===== src/hdl/prio_irq_consts.svh =====
`ifndef PRIO_IRQ_CONSTS_SVH
`define PRIO_IRQ_CONSTS_SVH

// Source count and which sources form the peripheral group
`define SRC_COUNT      8
`define PERIPH_MASK    8'hf0

// Program counter width and the two vector addresses
`define PC_W           21
`define VEC_HIGH       21'h000008
`define VEC_LOW        21'h000018

// Register offsets on the plain register port
`define ADDR_W         4
`define OFS_INTCTL     4'h0
`define OFS_RSTCTL     4'h1
`define OFS_FLAGS      4'h2
`define OFS_ENABLES    4'h3
`define OFS_PRIOS      4'h4
`define OFS_STATUS     4'h5
`define OFS_MASK       4'h6
`define OFS_STATE      4'h7

// Field positions
`define BIT_HIGH_EN    7
`define BIT_LOW_EN     6
`define BIT_PRIO_MODE  7
`define EV_HIGH        0
`define EV_LOW         1
`define EV_RET         2

// Reset values
`define INTCTL_RESET   8'h00
`define RSTCTL_RESET   8'h00
`define STATUS_RESET   3'h0
`define MASK_RESET     3'h0

// Instruction boundaries waited after the request is first seen
`define LAT_WAITS      2
`define LAT_MIN        3
`define LAT_MAX        4

`endif


===== src/hdl/prio_irq_pkg.sv =====
`include "prio_irq_consts.svh"

package prio_irq_pkg;

    // Register port request, one cycle per access
    typedef struct packed {
        logic                 wr;
        logic                 rd;
        logic [`ADDR_W-1:0]   addr;
        logic [7:0]           wdata;
    } bus_req_t;

    // Redirect order to the core: stack push and program counter load
    typedef struct packed {
        logic                 load;
        logic [`PC_W-1:0]     addr;
        logic                 push;
        logic [`PC_W-1:0]     ret_addr;
    } vector_t;

    // Acceptance sequencer
    typedef enum logic [1:0] {
        st_idle,
        st_wait1,
        st_wait2
    } seq_state_t;

endpackage : prio_irq_pkg


===== src/hdl/source_slot.sv =====
`timescale 1ns/1ns
`include "prio_irq_consts.svh"

module source_slot (
    // Clocking
    input  wire logic clock,
    input  wire logic reset,
    input  wire logic ce,
    // Event and software access
    input  wire logic event_in,
    input  wire logic wr_flag,
    input  wire logic wr_enable,
    input  wire logic wr_prio,
    input  wire logic wbit_flag,
    input  wire logic wbit_enable,
    input  wire logic wbit_prio,
    // Stored bits
    output logic      flag_r,
    output logic      enable_r,
    output logic      prio_r
);
    logic flag_nxt;

    // Event sets the flag whatever the enables; set beats a write of zero
    assign flag_nxt = (wr_flag ? wbit_flag : flag_r) | event_in;

    // Per source flag, enable and priority
    always_ff @(posedge clock) begin
        if (reset) begin
            flag_r   <= 1'b0;
            enable_r <= 1'b0;
            prio_r   <= 1'b0;
        end else if (ce) begin
            flag_r <= flag_nxt;
            if (wr_enable) begin
                enable_r <= wbit_enable;
            end
            if (wr_prio) begin
                prio_r <= wbit_prio;
            end
        end
    end
endmodule : source_slot


===== src/hdl/prio_irq_ctrl.sv =====
`timescale 1ns/1ns
`include "prio_irq_consts.svh"

// Overview of operation
// - High vector 000008h, low vector 000018h.
// - Enabled high request preempts low handler.
// - Each source: flag, enable, priority bit.
// - Priority mode only when reset-control bit 7.
// - Priority mode: bit7 high, bit6 low enable.
// - Flag, enable, global enable then vector.
// - Compatibility mode ignores priority bits.
// - Compat: bit6 peripherals, bit7 all sources.
// - Compat: every interrupt vectors to 000008h.
// - Acceptance clears the permitting global enable.
// - Acceptance pushes return address, loads vector.
// - Return instruction sets the enable again.
// - Pin events vector three to four cycles.
// - Flags set regardless of any enable.
// - Priority mode bit6 gates all low sources.
module prio_irq_ctrl (
    // Clocking
    input  wire logic                        clock,
    input  wire logic                        reset,
    input  wire logic                        ce,
    // Register port
    input  wire prio_irq_pkg::bus_req_t      bus,
    output logic [7:0]                       rdata,
    // Interrupt sources, one-cycle event pulses
    input  wire logic [`SRC_COUNT-1:0]       events,
    // Core sequencer
    input  wire logic                        instr_boundary,
    input  wire logic                        return_from_handler_instruction,
    input  wire logic [`PC_W-1:0]            return_address,
    output prio_irq_pkg::vector_t            vector,
    // Interrupt to a supervisor
    output logic                             irq
);
    import prio_irq_pkg::*;

    localparam int N = `SRC_COUNT;

    // Control registers
    logic [7:0]        intctl_r;
    logic [7:0]        rstctl_r;
    logic [7:0]        intctl_nxt;
    logic [2:0]        status_r;
    logic [2:0]        status_nxt;
    logic [2:0]        mask_r;
    logic              in_high_r;
    logic              in_low_r;
    logic              in_high_nxt;
    logic              in_low_nxt;
    seq_state_t        state_r;
    seq_state_t        state_nxt;
    vector_t           vector_r;
    vector_t           vector_nxt;
    logic [7:0]        rdata_r;
    logic [7:0]        rdata_nxt;

    // Per-source bits
    logic [N-1:0]      flags;
    logic [N-1:0]      enables;
    logic [N-1:0]      prios;

    // Decoded writes
    logic              wr_intctl;
    logic              wr_rstctl;
    logic              wr_flags;
    logic              wr_enables;
    logic              wr_prios;
    logic              wr_status;
    logic              wr_mask;

    // Request terms
    logic              prio_mode;
    logic              high_en;
    logic              low_en;
    logic [N-1:0]      armed;
    logic [N-1:0]      periph;
    logic              req_high;
    logic              req_low;
    logic              req_any;
    logic              issue;
    logic              accept_high;
    logic              accept_low;
    logic [2:0]        ev;

    // Address decode
    assign wr_intctl  = bus.wr && (bus.addr == `OFS_INTCTL);
    assign wr_rstctl  = bus.wr && (bus.addr == `OFS_RSTCTL);
    assign wr_flags   = bus.wr && (bus.addr == `OFS_FLAGS);
    assign wr_enables = bus.wr && (bus.addr == `OFS_ENABLES);
    assign wr_prios   = bus.wr && (bus.addr == `OFS_PRIOS);
    assign wr_status  = bus.wr && (bus.addr == `OFS_STATUS);
    assign wr_mask    = bus.wr && (bus.addr == `OFS_MASK);

    // One slot per source
    genvar g;
    generate
        for (g = 0; g < N; g++) begin : gen_slot
            source_slot u_slot (
                .clock       (clock),
                .reset       (reset),
                .ce          (ce),
                .event_in    (events[g]),
                .wr_flag     (wr_flags),
                .wr_enable   (wr_enables),
                .wr_prio     (wr_prios),
                .wbit_flag   (bus.wdata[g]),
                .wbit_enable (bus.wdata[g]),
                .wbit_prio   (bus.wdata[g]),
                .flag_r      (flags[g]),
                .enable_r    (enables[g]),
                .prio_r      (prios[g])
            );
        end
    endgenerate

    // Mode and global enables
    assign prio_mode = rstctl_r[`BIT_PRIO_MODE];
    assign high_en   = intctl_r[`BIT_HIGH_EN];
    assign low_en    = intctl_r[`BIT_LOW_EN];
    assign periph    = `PERIPH_MASK;
    assign armed     = flags & enables;

    // Priority mode: high level needs bit 7, low level bits 7 and 6.
    // Bit 7 gating low too keeps a low handler from being entered inside a high handler.
    // Compat mode: priority bits ignored, bit 6 gates the peripherals.
    assign req_high = prio_mode
        ? (high_en && |(armed & prios))
        : (high_en && |(armed & (~periph | {N{low_en}})));
    assign req_low  = prio_mode
        && high_en && low_en && |(armed & ~prios);
    assign req_any  = req_high || req_low;

    // Issue on the third boundary after the request is seen
    assign issue       = ce && instr_boundary && (state_r == st_wait2);
    assign accept_high = issue && req_high;
    assign accept_low  = issue && !req_high && req_low;

    // Latency sequencer, re-checks the request at each step
    always_comb begin
        state_nxt = state_r;
        if (instr_boundary) begin
            case (state_r)
                st_idle: begin
                    if (req_any) begin
                        state_nxt = st_wait1;
                    end
                end
                st_wait1: begin
                    state_nxt = req_any ? st_wait2 : st_idle;
                end
                st_wait2: begin
                    state_nxt = st_idle;
                end
                default: begin
                    state_nxt = st_idle;
                end
            endcase
        end
    end

    // Global enables: software write, then return sets, acceptance clears.
    // Acceptance wins over a same-cycle write so a handler is never doubled.
    always_comb begin
        intctl_nxt  = wr_intctl ? bus.wdata : intctl_r;
        in_high_nxt = in_high_r;
        in_low_nxt  = in_low_r;
        if (return_from_handler_instruction) begin
            if (!prio_mode || in_high_r || !in_low_r) begin
                intctl_nxt[`BIT_HIGH_EN] = 1'b1;
                in_high_nxt              = 1'b0;
            end else begin
                intctl_nxt[`BIT_LOW_EN] = 1'b1;
                in_low_nxt              = 1'b0;
            end
        end
        if (accept_high) begin
            intctl_nxt[`BIT_HIGH_EN] = 1'b0;
            in_high_nxt              = 1'b1;
        end
        if (accept_low) begin
            intctl_nxt[`BIT_LOW_EN] = 1'b0;
            in_low_nxt              = 1'b1;
        end
    end

    // Redirect order for the core
    always_comb begin
        vector_nxt          = '0;
        vector_nxt.ret_addr = return_address;
        if (accept_high || accept_low) begin
            vector_nxt.load = 1'b1;
            vector_nxt.push = 1'b1;
            vector_nxt.addr = accept_low ? `VEC_LOW : `VEC_HIGH;
        end
    end

    // Sticky status: set beats a same-cycle write-one clear
    assign ev         = {return_from_handler_instruction && ce, accept_low, accept_high};
    assign status_nxt = (wr_status ? (status_r & ~bus.wdata[2:0]) : status_r) | ev;
    assign irq        = |(status_r & mask_r);

    // Read mux, unmapped offsets read zero
    always_comb begin
        rdata_nxt = 8'h00;
        if (bus.rd) begin
            case (bus.addr)
                `OFS_INTCTL:  rdata_nxt = intctl_r;
                `OFS_RSTCTL:  rdata_nxt = rstctl_r;
                `OFS_FLAGS:   rdata_nxt = flags;
                `OFS_ENABLES: rdata_nxt = enables;
                `OFS_PRIOS:   rdata_nxt = prios;
                `OFS_STATUS:  rdata_nxt = {5'h00, status_r};
                `OFS_MASK:    rdata_nxt = {5'h00, mask_r};
                `OFS_STATE:   rdata_nxt = {4'h0, state_r, in_low_r, in_high_r};
                default:      rdata_nxt = 8'h00;
            endcase
        end
    end

    // State registers
    always_ff @(posedge clock) begin
        if (reset) begin
            intctl_r  <= `INTCTL_RESET;
            rstctl_r  <= `RSTCTL_RESET;
            status_r  <= `STATUS_RESET;
            mask_r    <= `MASK_RESET;
            in_high_r <= 1'b0;
            in_low_r  <= 1'b0;
            state_r   <= st_idle;
            vector_r  <= '0;
            rdata_r   <= 8'h00;
        end else if (ce) begin
            intctl_r  <= intctl_nxt;
            status_r  <= status_nxt;
            in_high_r <= in_high_nxt;
            in_low_r  <= in_low_nxt;
            state_r   <= state_nxt;
            vector_r  <= vector_nxt;
            rdata_r   <= rdata_nxt;
            if (wr_rstctl) begin
                rstctl_r <= bus.wdata;
            end
            if (wr_mask) begin
                mask_r <= bus.wdata[2:0];
            end
        end
    end

    assign vector = vector_r;
    assign rdata  = rdata_r;

    // Helper: boundaries counted since the sequencer left idle
    logic [2:0] bnd_cnt_r;
    always_ff @(posedge clock) begin
        if (reset) begin
            bnd_cnt_r <= 3'h0;
        end else if (ce && instr_boundary) begin
            bnd_cnt_r <= (state_nxt == st_idle) ? 3'h0 : bnd_cnt_r + 3'h1;
        end
    end
endmodule : prio_irq_ctrl


===== config.mk =====
export PLATFORM = sky130hd
export DESIGN_NAME = prio_irq_ctrl
export DESIGN_NICKNAME = d
export VERILOG_FILES = /design/src/hdl/prio_irq_pkg.sv /design/src/hdl/source_slot.sv /design/src/hdl/prio_irq_ctrl.sv
export VERILOG_INCLUDE_DIRS = /design/src /design/src/hdl
export SDC_FILE = /design/constraint.sdc
export NUM_CORES = 1
export LEC_CHECK = 0
export ABC_AREA = 1
export BUFFER_PORTS_ARGS = -buffer_cell sky130_fd_sc_hd__buf_2
export CAP_MARGIN = 20
export CORE_ASPECT_RATIO = 1.4
export CORE_MARGIN = 4
export CORE_UTILIZATION = 28
export DETAILED_ROUTE_END_ITERATION = 10
export RECOVER_POWER = 25
export SYNTH_ARGS = -nofsm -noshare
export SYNTH_HDL_FRONTEND = slang
export SYNTH_SLANG_ARGS = --single-unit

===== constraint.sdc =====
create_clock -name clock -period 1.1 [get_ports clock]
set_input_delay 0.11 -clock clock [delete_from_list [all_inputs] [get_ports clock]]
set_output_delay 0.11 -clock clock [all_outputs]
set_load 0.1 [all_outputs]

## Word level (Yosys, flattened, before mapping)

Index checks and enable logic that the tools add are counted.

| cells by class | value |
|---|---|
| mux-type cells | 29 |
| equality and inequality tests | 11 |
| reduce and logical (&&, ||, !) cells | 42 |
| bitwise operators | 17 |

Operators with widths:

| operator | count |
|---|---|
| case mux 8 bit (8 select lines) | 1 |
| bitwise AND 8 bit | 4 |
| OR reduction 8 bit | 3 |
| 2-to-1 mux 23 bit | 1 |
| 2-to-1 mux 1 bit | 19 |
| logical AND 1 bit | 18 |
| equality test 4 x 3 -> 1 bit (second input constant) | 4 |
| 2-to-1 mux 8 bit | 2 |
| AND reduction 2 bit | 5 |
| AND reduction 3 bit | 3 |
| equality test 4 x 2 -> 1 bit (second input constant) | 2 |
| inverter 8 bit | 1 |
| OR 1 bit | 8 |
| bitwise AND 3 bit | 2 |
| 2-to-1 mux 2 bit | 3 |
| nonzero test 2 bit | 3 |
| 2-to-1 mux 5 bit | 1 |
| equality test 4 x 1 -> 1 bit (second input constant) | 1 |
| zero test 4 bit | 1 |
| logical OR 1 bit | 4 |
| inequality test 2 bit (second input constant) | 2 |
| case mux 2 bit (2 select lines) | 1 |
| zero test 1 bit | 3 |
| 2-to-1 mux 3 bit | 1 |
| other kinds (6) | 6 |

| storage, ports and cells | value |
|---|---|
| output and inout bits | 53 |
| input port bits | 48 |
| register bits | 102 |
| word-level logic and storage cells | 136 |

## Logic depth before layout (Yosys ltp)

| logic depth | value |
|---|---|
| depth after elaboration | 10 |
| gate-level depth with buffers | 11 |
| mapped depth without buffers | 10 |

## Modules after synthesis

Synthesis repeated with hierarchy kept, for this count alone.

| second synthesis, totals | value |
|---|---|
| cells, all modules | 588 |
| area, all modules | 3,883.7 sq um |

Modules (own cells, without submodules):

| module | cells each | area each (sq um) | sequential area each (sq um) | instances |
|---|---|---|---|---|
| prio_irq_ctrl | 436 | 2,862.7 | 1,141.1 | 1 |
| source_slot | 19 | 127.6 | 60.1 | 8 |

## Worst setup path after synthesis

No wires, ideal clock.

| path | value |
|---|---|
| kind | flip-flop to output port |
| start point | register mask_r[1] |
| end point | output port irq |
| cell stages (with the launch flop) | 3 |
| path buffers | 0 |
| data required time | 0.990 ns |
| arrival | 1.903 ns |
| path slack | -0.913 ns |
| cells stage by stage | dfxtp_1 -> inv_1 -> o221ai_1 |

| on the way | value |
|---|---|
| word-level cells in the longest chain between the ends | 2 |

RTL lines:

| what | RTL line | RTL |
|---|---|---|
| start: declaration | prio_irq_ctrl.sv:48 | `logic [2:0] mask_r;` |
| start signal: assignment | prio_irq_ctrl.sv:229 | `` mask_r <= `MASK_RESET; `` |
| start signal: assignment | prio_irq_ctrl.sv:247 | `mask_r <= bus.wdata[2:0];` |
| bitwise AND 3 bit | prio_irq_ctrl.sv:203 | `assign irq = \|(status_r & mask_r);` |
| OR reduction 3 bit | prio_irq_ctrl.sv:203 |  |
| end: declaration | prio_irq_ctrl.sv:36 | `output logic irq` |

Every way passes these cells.

## Worst setup path after layout

| path | value |
|---|---|
| start point | register status_r[0] |
| end point | output port irq |

| on the way | value |
|---|---|
| word-level cells in the longest chain between the ends | 2 |

RTL lines:

| what | RTL line | RTL |
|---|---|---|
| start: declaration | prio_irq_ctrl.sv:46 | `logic [2:0] status_r;` |
| start signal: assignment | prio_irq_ctrl.sv:228 | `` status_r <= `STATUS_RESET; `` |
| start signal: assignment | prio_irq_ctrl.sv:237 | `status_r <= status_nxt;` |
| bitwise AND 3 bit | prio_irq_ctrl.sv:203 |  |
| OR reduction 3 bit | prio_irq_ctrl.sv:203 |  |

Every way passes these cells.

==> impl_metrics.py <==
metrics = {
    "outcome": {
        "status": "complete, but fails checks",
        "violations": "hold timing, setup timing",
    },
    "cts": {
        "htreeDepth": 3,
        "clk_pin_slew_ns": 0.06,
        "cts_buffers": 9,
        "clock_path_buffers": 2,
        "cts.sinks": 81,
        "cts_root_buf": "clkbuf_16",
        "cts_tree": "built",
        "clk_latency_ns": 0.34,
    },
    "global_routing": {
        "grt_pass1_wl_mm": 20.9,
        "track_usage_pct": 16.9,
        "grt_pass1_vias": 4071,
        "grt_max_degree": 55,
        "grt_overflow": 0,
        "antenna_found_initial": 0,
    },
    "synthesis": {
        "ys_ff_latch": 81,
        "synth-xor-area-share_pct": 0,
        "syn_inst": 549,
        "ys_warn_count": 0,
        "synthMuxAreaShare_pct": 0,
        "syn-cell-area_mm2": 0.00385,
        "synth_compound_area_share_pct": 20.5,
        "synth_cell_types": 29,
        "seq_area_frac_synth_pct": 42.1,
        "synth_top_family_by_area": "simple AND/OR/NAND/NOR gates",
        "synth_simple_gate_area_share_pct": 24.4,
        "synthAdderAreaFrac_pct": 0,
        "syn-mean-instance-area_um2": 7.02,
    },
    "die": {
        "dieHeight_um": 147,
        "coreArea_mm2": 0.0135,
        "ioPinCount": 101,
        "die-area_mm2": 0.0157,
        "start_util_pct": 28.7,
        "fp.dieW_um": 107,
        "rows": 50,
    },
    "detailed_routing": {
        "vias_per_cell": 4.67,
        "drt-total-wl_mm": 13.3,
        "antenna_left": 0,
        "wire_per_inst_um": 15.1,
        "drtPass1Iterations": 5,
        "dr.first_iter.drc_count": 227,
        "num_vias": 4104,
        "drcViolationCount": 0,
    },
    "min_path": {
        "hold_class": "primary input to flip-flop",
    },
    "pwr": {
        "ir_worst_vdd_v": 0.000678,
        "cellLeakagePower_uw": 0.00261,
        "power_density_mw_per_mm2": 1280,
        "finalPower_uw": 7760,
    },
    "sta": {
        "clock_skew_ns": 0.00443,
        "period_needed_ns": 1.24,
        "hold_slack_ns": -0.00118,
        "hold_violations": 1,
        "worst_slack_ns": -0.136,
        "drv_slew": 0,
        "rsz0062_at_grt": "true",
        "setup_viol": 19,
        "final.period_utilization_pct": 112,
        "fmax_mhz": 809,
    },
    "placed_design": {
        "placement.io_buffers": 81,
        "gp_congestion": 0.887,
        "dp.cells": 845,
        "post-dp-hpwl_mm": 9.58,
    },
    "critical_path": {
        "crit_path_start_kind": "flip-flop",
        "slowest_delay_ns": 0.33,
        "crit_arrival_ns": 1.13,
        "slowest_stage": "dfxtp_2",
        "crit_chain": "inv_2, o221ai_4, buf_12",
        "setup.worst_path.end_class": "output pin",
        "criticalPathCategory": "flip-flop to output pin",
        "required_ns": 0.99,
        "worstPathMaxFanout": 2,
    },
    "run": {
        "max-cap-violations": 0,
    },
    "layout": {
        "drive_above_1_share_pct": 41.8,
        "n_antenna_cell": 0,
        "fillCellCount": 1333,
        "final_common_cell": "nand2_1",
        "final_cell_mix": "86 x nand2_1, 59 x nor2_1, 52 x o21ai_0, 52 x buf_4, 47 x a21oi_1",
        "final_cells": 879,
        "areaGrowthSynthToFinish_pct": 57.2,
        "finish.utilization_pct": 45.0,
        "fin_nets": 741,
    },
}
per-layer routing:
layer / track usage (%) / wire [um] / vias to the layer above
li1: - / - / 2051
met1: 18.1 / 4880 / 1873
met2: 31.2 / 7100 / 151
met3: 4.00 / 899 / 29
met4: 7.36 / 413 / 0
met5: 0 / 0 / -
path summary, 6_finish.rpt:
| kind | from | slack [ns] | to | cells after the start |
|---|---|---|---|---|
| setup reg to reg | intctl_r[6]$_SDFFE_PP0P_ | -0.13 | intctl_r[7]$_SDFFE_PP0P_ | 8 |
| hold reg to reg | intctl_r[5]$_SDFFE_PP0P_ | 0.46 | intctl_r[5]$_SDFFE_PP0P_ | 2 |
| hold / removal | return_address[6] | -0.001 | vector[6]$_SDFFE_PP0P_ | 3 |
| setup / recovery | status_r[0]$_SDFFE_PP0P_ | -0.14 | irq | 3 |
what timing repair did:
item                                   in CTS  in global routing
endpoints found under the hold margin      13                  0
setup endpoints to repair                  12                 31
hold buffers                               13                  0
gates resized for setup                    39                 66
pin swaps                                  15                 27
buffers inserted                            3                  3
flip-flops by register name (all words and copies together), names as in the netlist, 2 cells and up:
name,flops
rdata,8
mask_r,3
gen_slot.u_slot.enable_r,8
rstctl_r,8
gen_slot.u_slot.flag_r,8
intctl_r,8
vector,23
state_r,2
gen_slot.u_slot.prio_r,8
status_r,3
kinds of logic after synthesis:
| family | count (synthesis) |
|---|---|
| buffers and inverters | 104 |
| DFF | 81 |
| and+or+nand+nor | 219 |
| other | 1 |
| AOI/OAI and AO/OA | 144 |
power by group:
part	total, uW	switching, uW	internal [uW]
combinational	1590	1080	507
sequential	3130	101	3030
clock	3040	1180	1860
cells in the mapped netlist:
master,instances,share of area [%]
inv_2,8,0.78
a21oi_2,3,0.68
o31ai_1,4,0.78
nand3_1,38,4.9
clkinv_2,1,0.13
nand4_1,1,0.16
a22oi_1,3,0.58
buf_4,23,4.5
o221ai_1,2,0.45
nor2_4,4,1.2
o22ai_1,11,1.8
clkbuf_1,13,1.3
nor2_1,67,6.5
o21ai_1,8,1.0
o21ai_0,60,7.8
nand2_1,96,9.4
nand2_4,2,0.58
a22oi_2,1,0.32
nor3_1,2,0.26
nor2_2,1,0.16
dfxtp_1,81,42
o211ai_1,4,0.78
buf_6,2,0.58
inv_1,52,5.1
clkinv_1,1,0.097
conb_1,1,0.097
a21oi_1,48,6.2
nand2_2,8,1.3
buf_2,4,0.52
worst max-delay path: cells and delay by family, from the launching register on:
family,cells,cell delay [ns]
flops,1,0.33
buf+inv,2,0.25
compound gates,1,0.20
area by class of cell:
type	instances	area (um2)	area share [%]
multi-input cells	382	2010	33.3
repair buffers	157	1560	25.8
well taps	182	228	3.76
inverters	62	234	3.86
clock inverters	3	40.0	0.661
flip-flops and latches	81	1720	28.4
clock buffers	12	256	4.23
through the flow:
step | cell area, um2 | setup TNS (ns) | setup WS [ns]
6_report | 6060 | -1.19 | -0.136
5_1_grt | 6060 | -4.12 | -0.223
4_1_cts | 5840 | -0.809 | -0.145
3_5_place_dp | 5330 | -11.48 | -0.275
3_3_place_gp | 5330 | -10.67 | -0.263
2_1_floorplan | 3980 | 0 | 0.0153
Power figures use the tool's default switching activity.
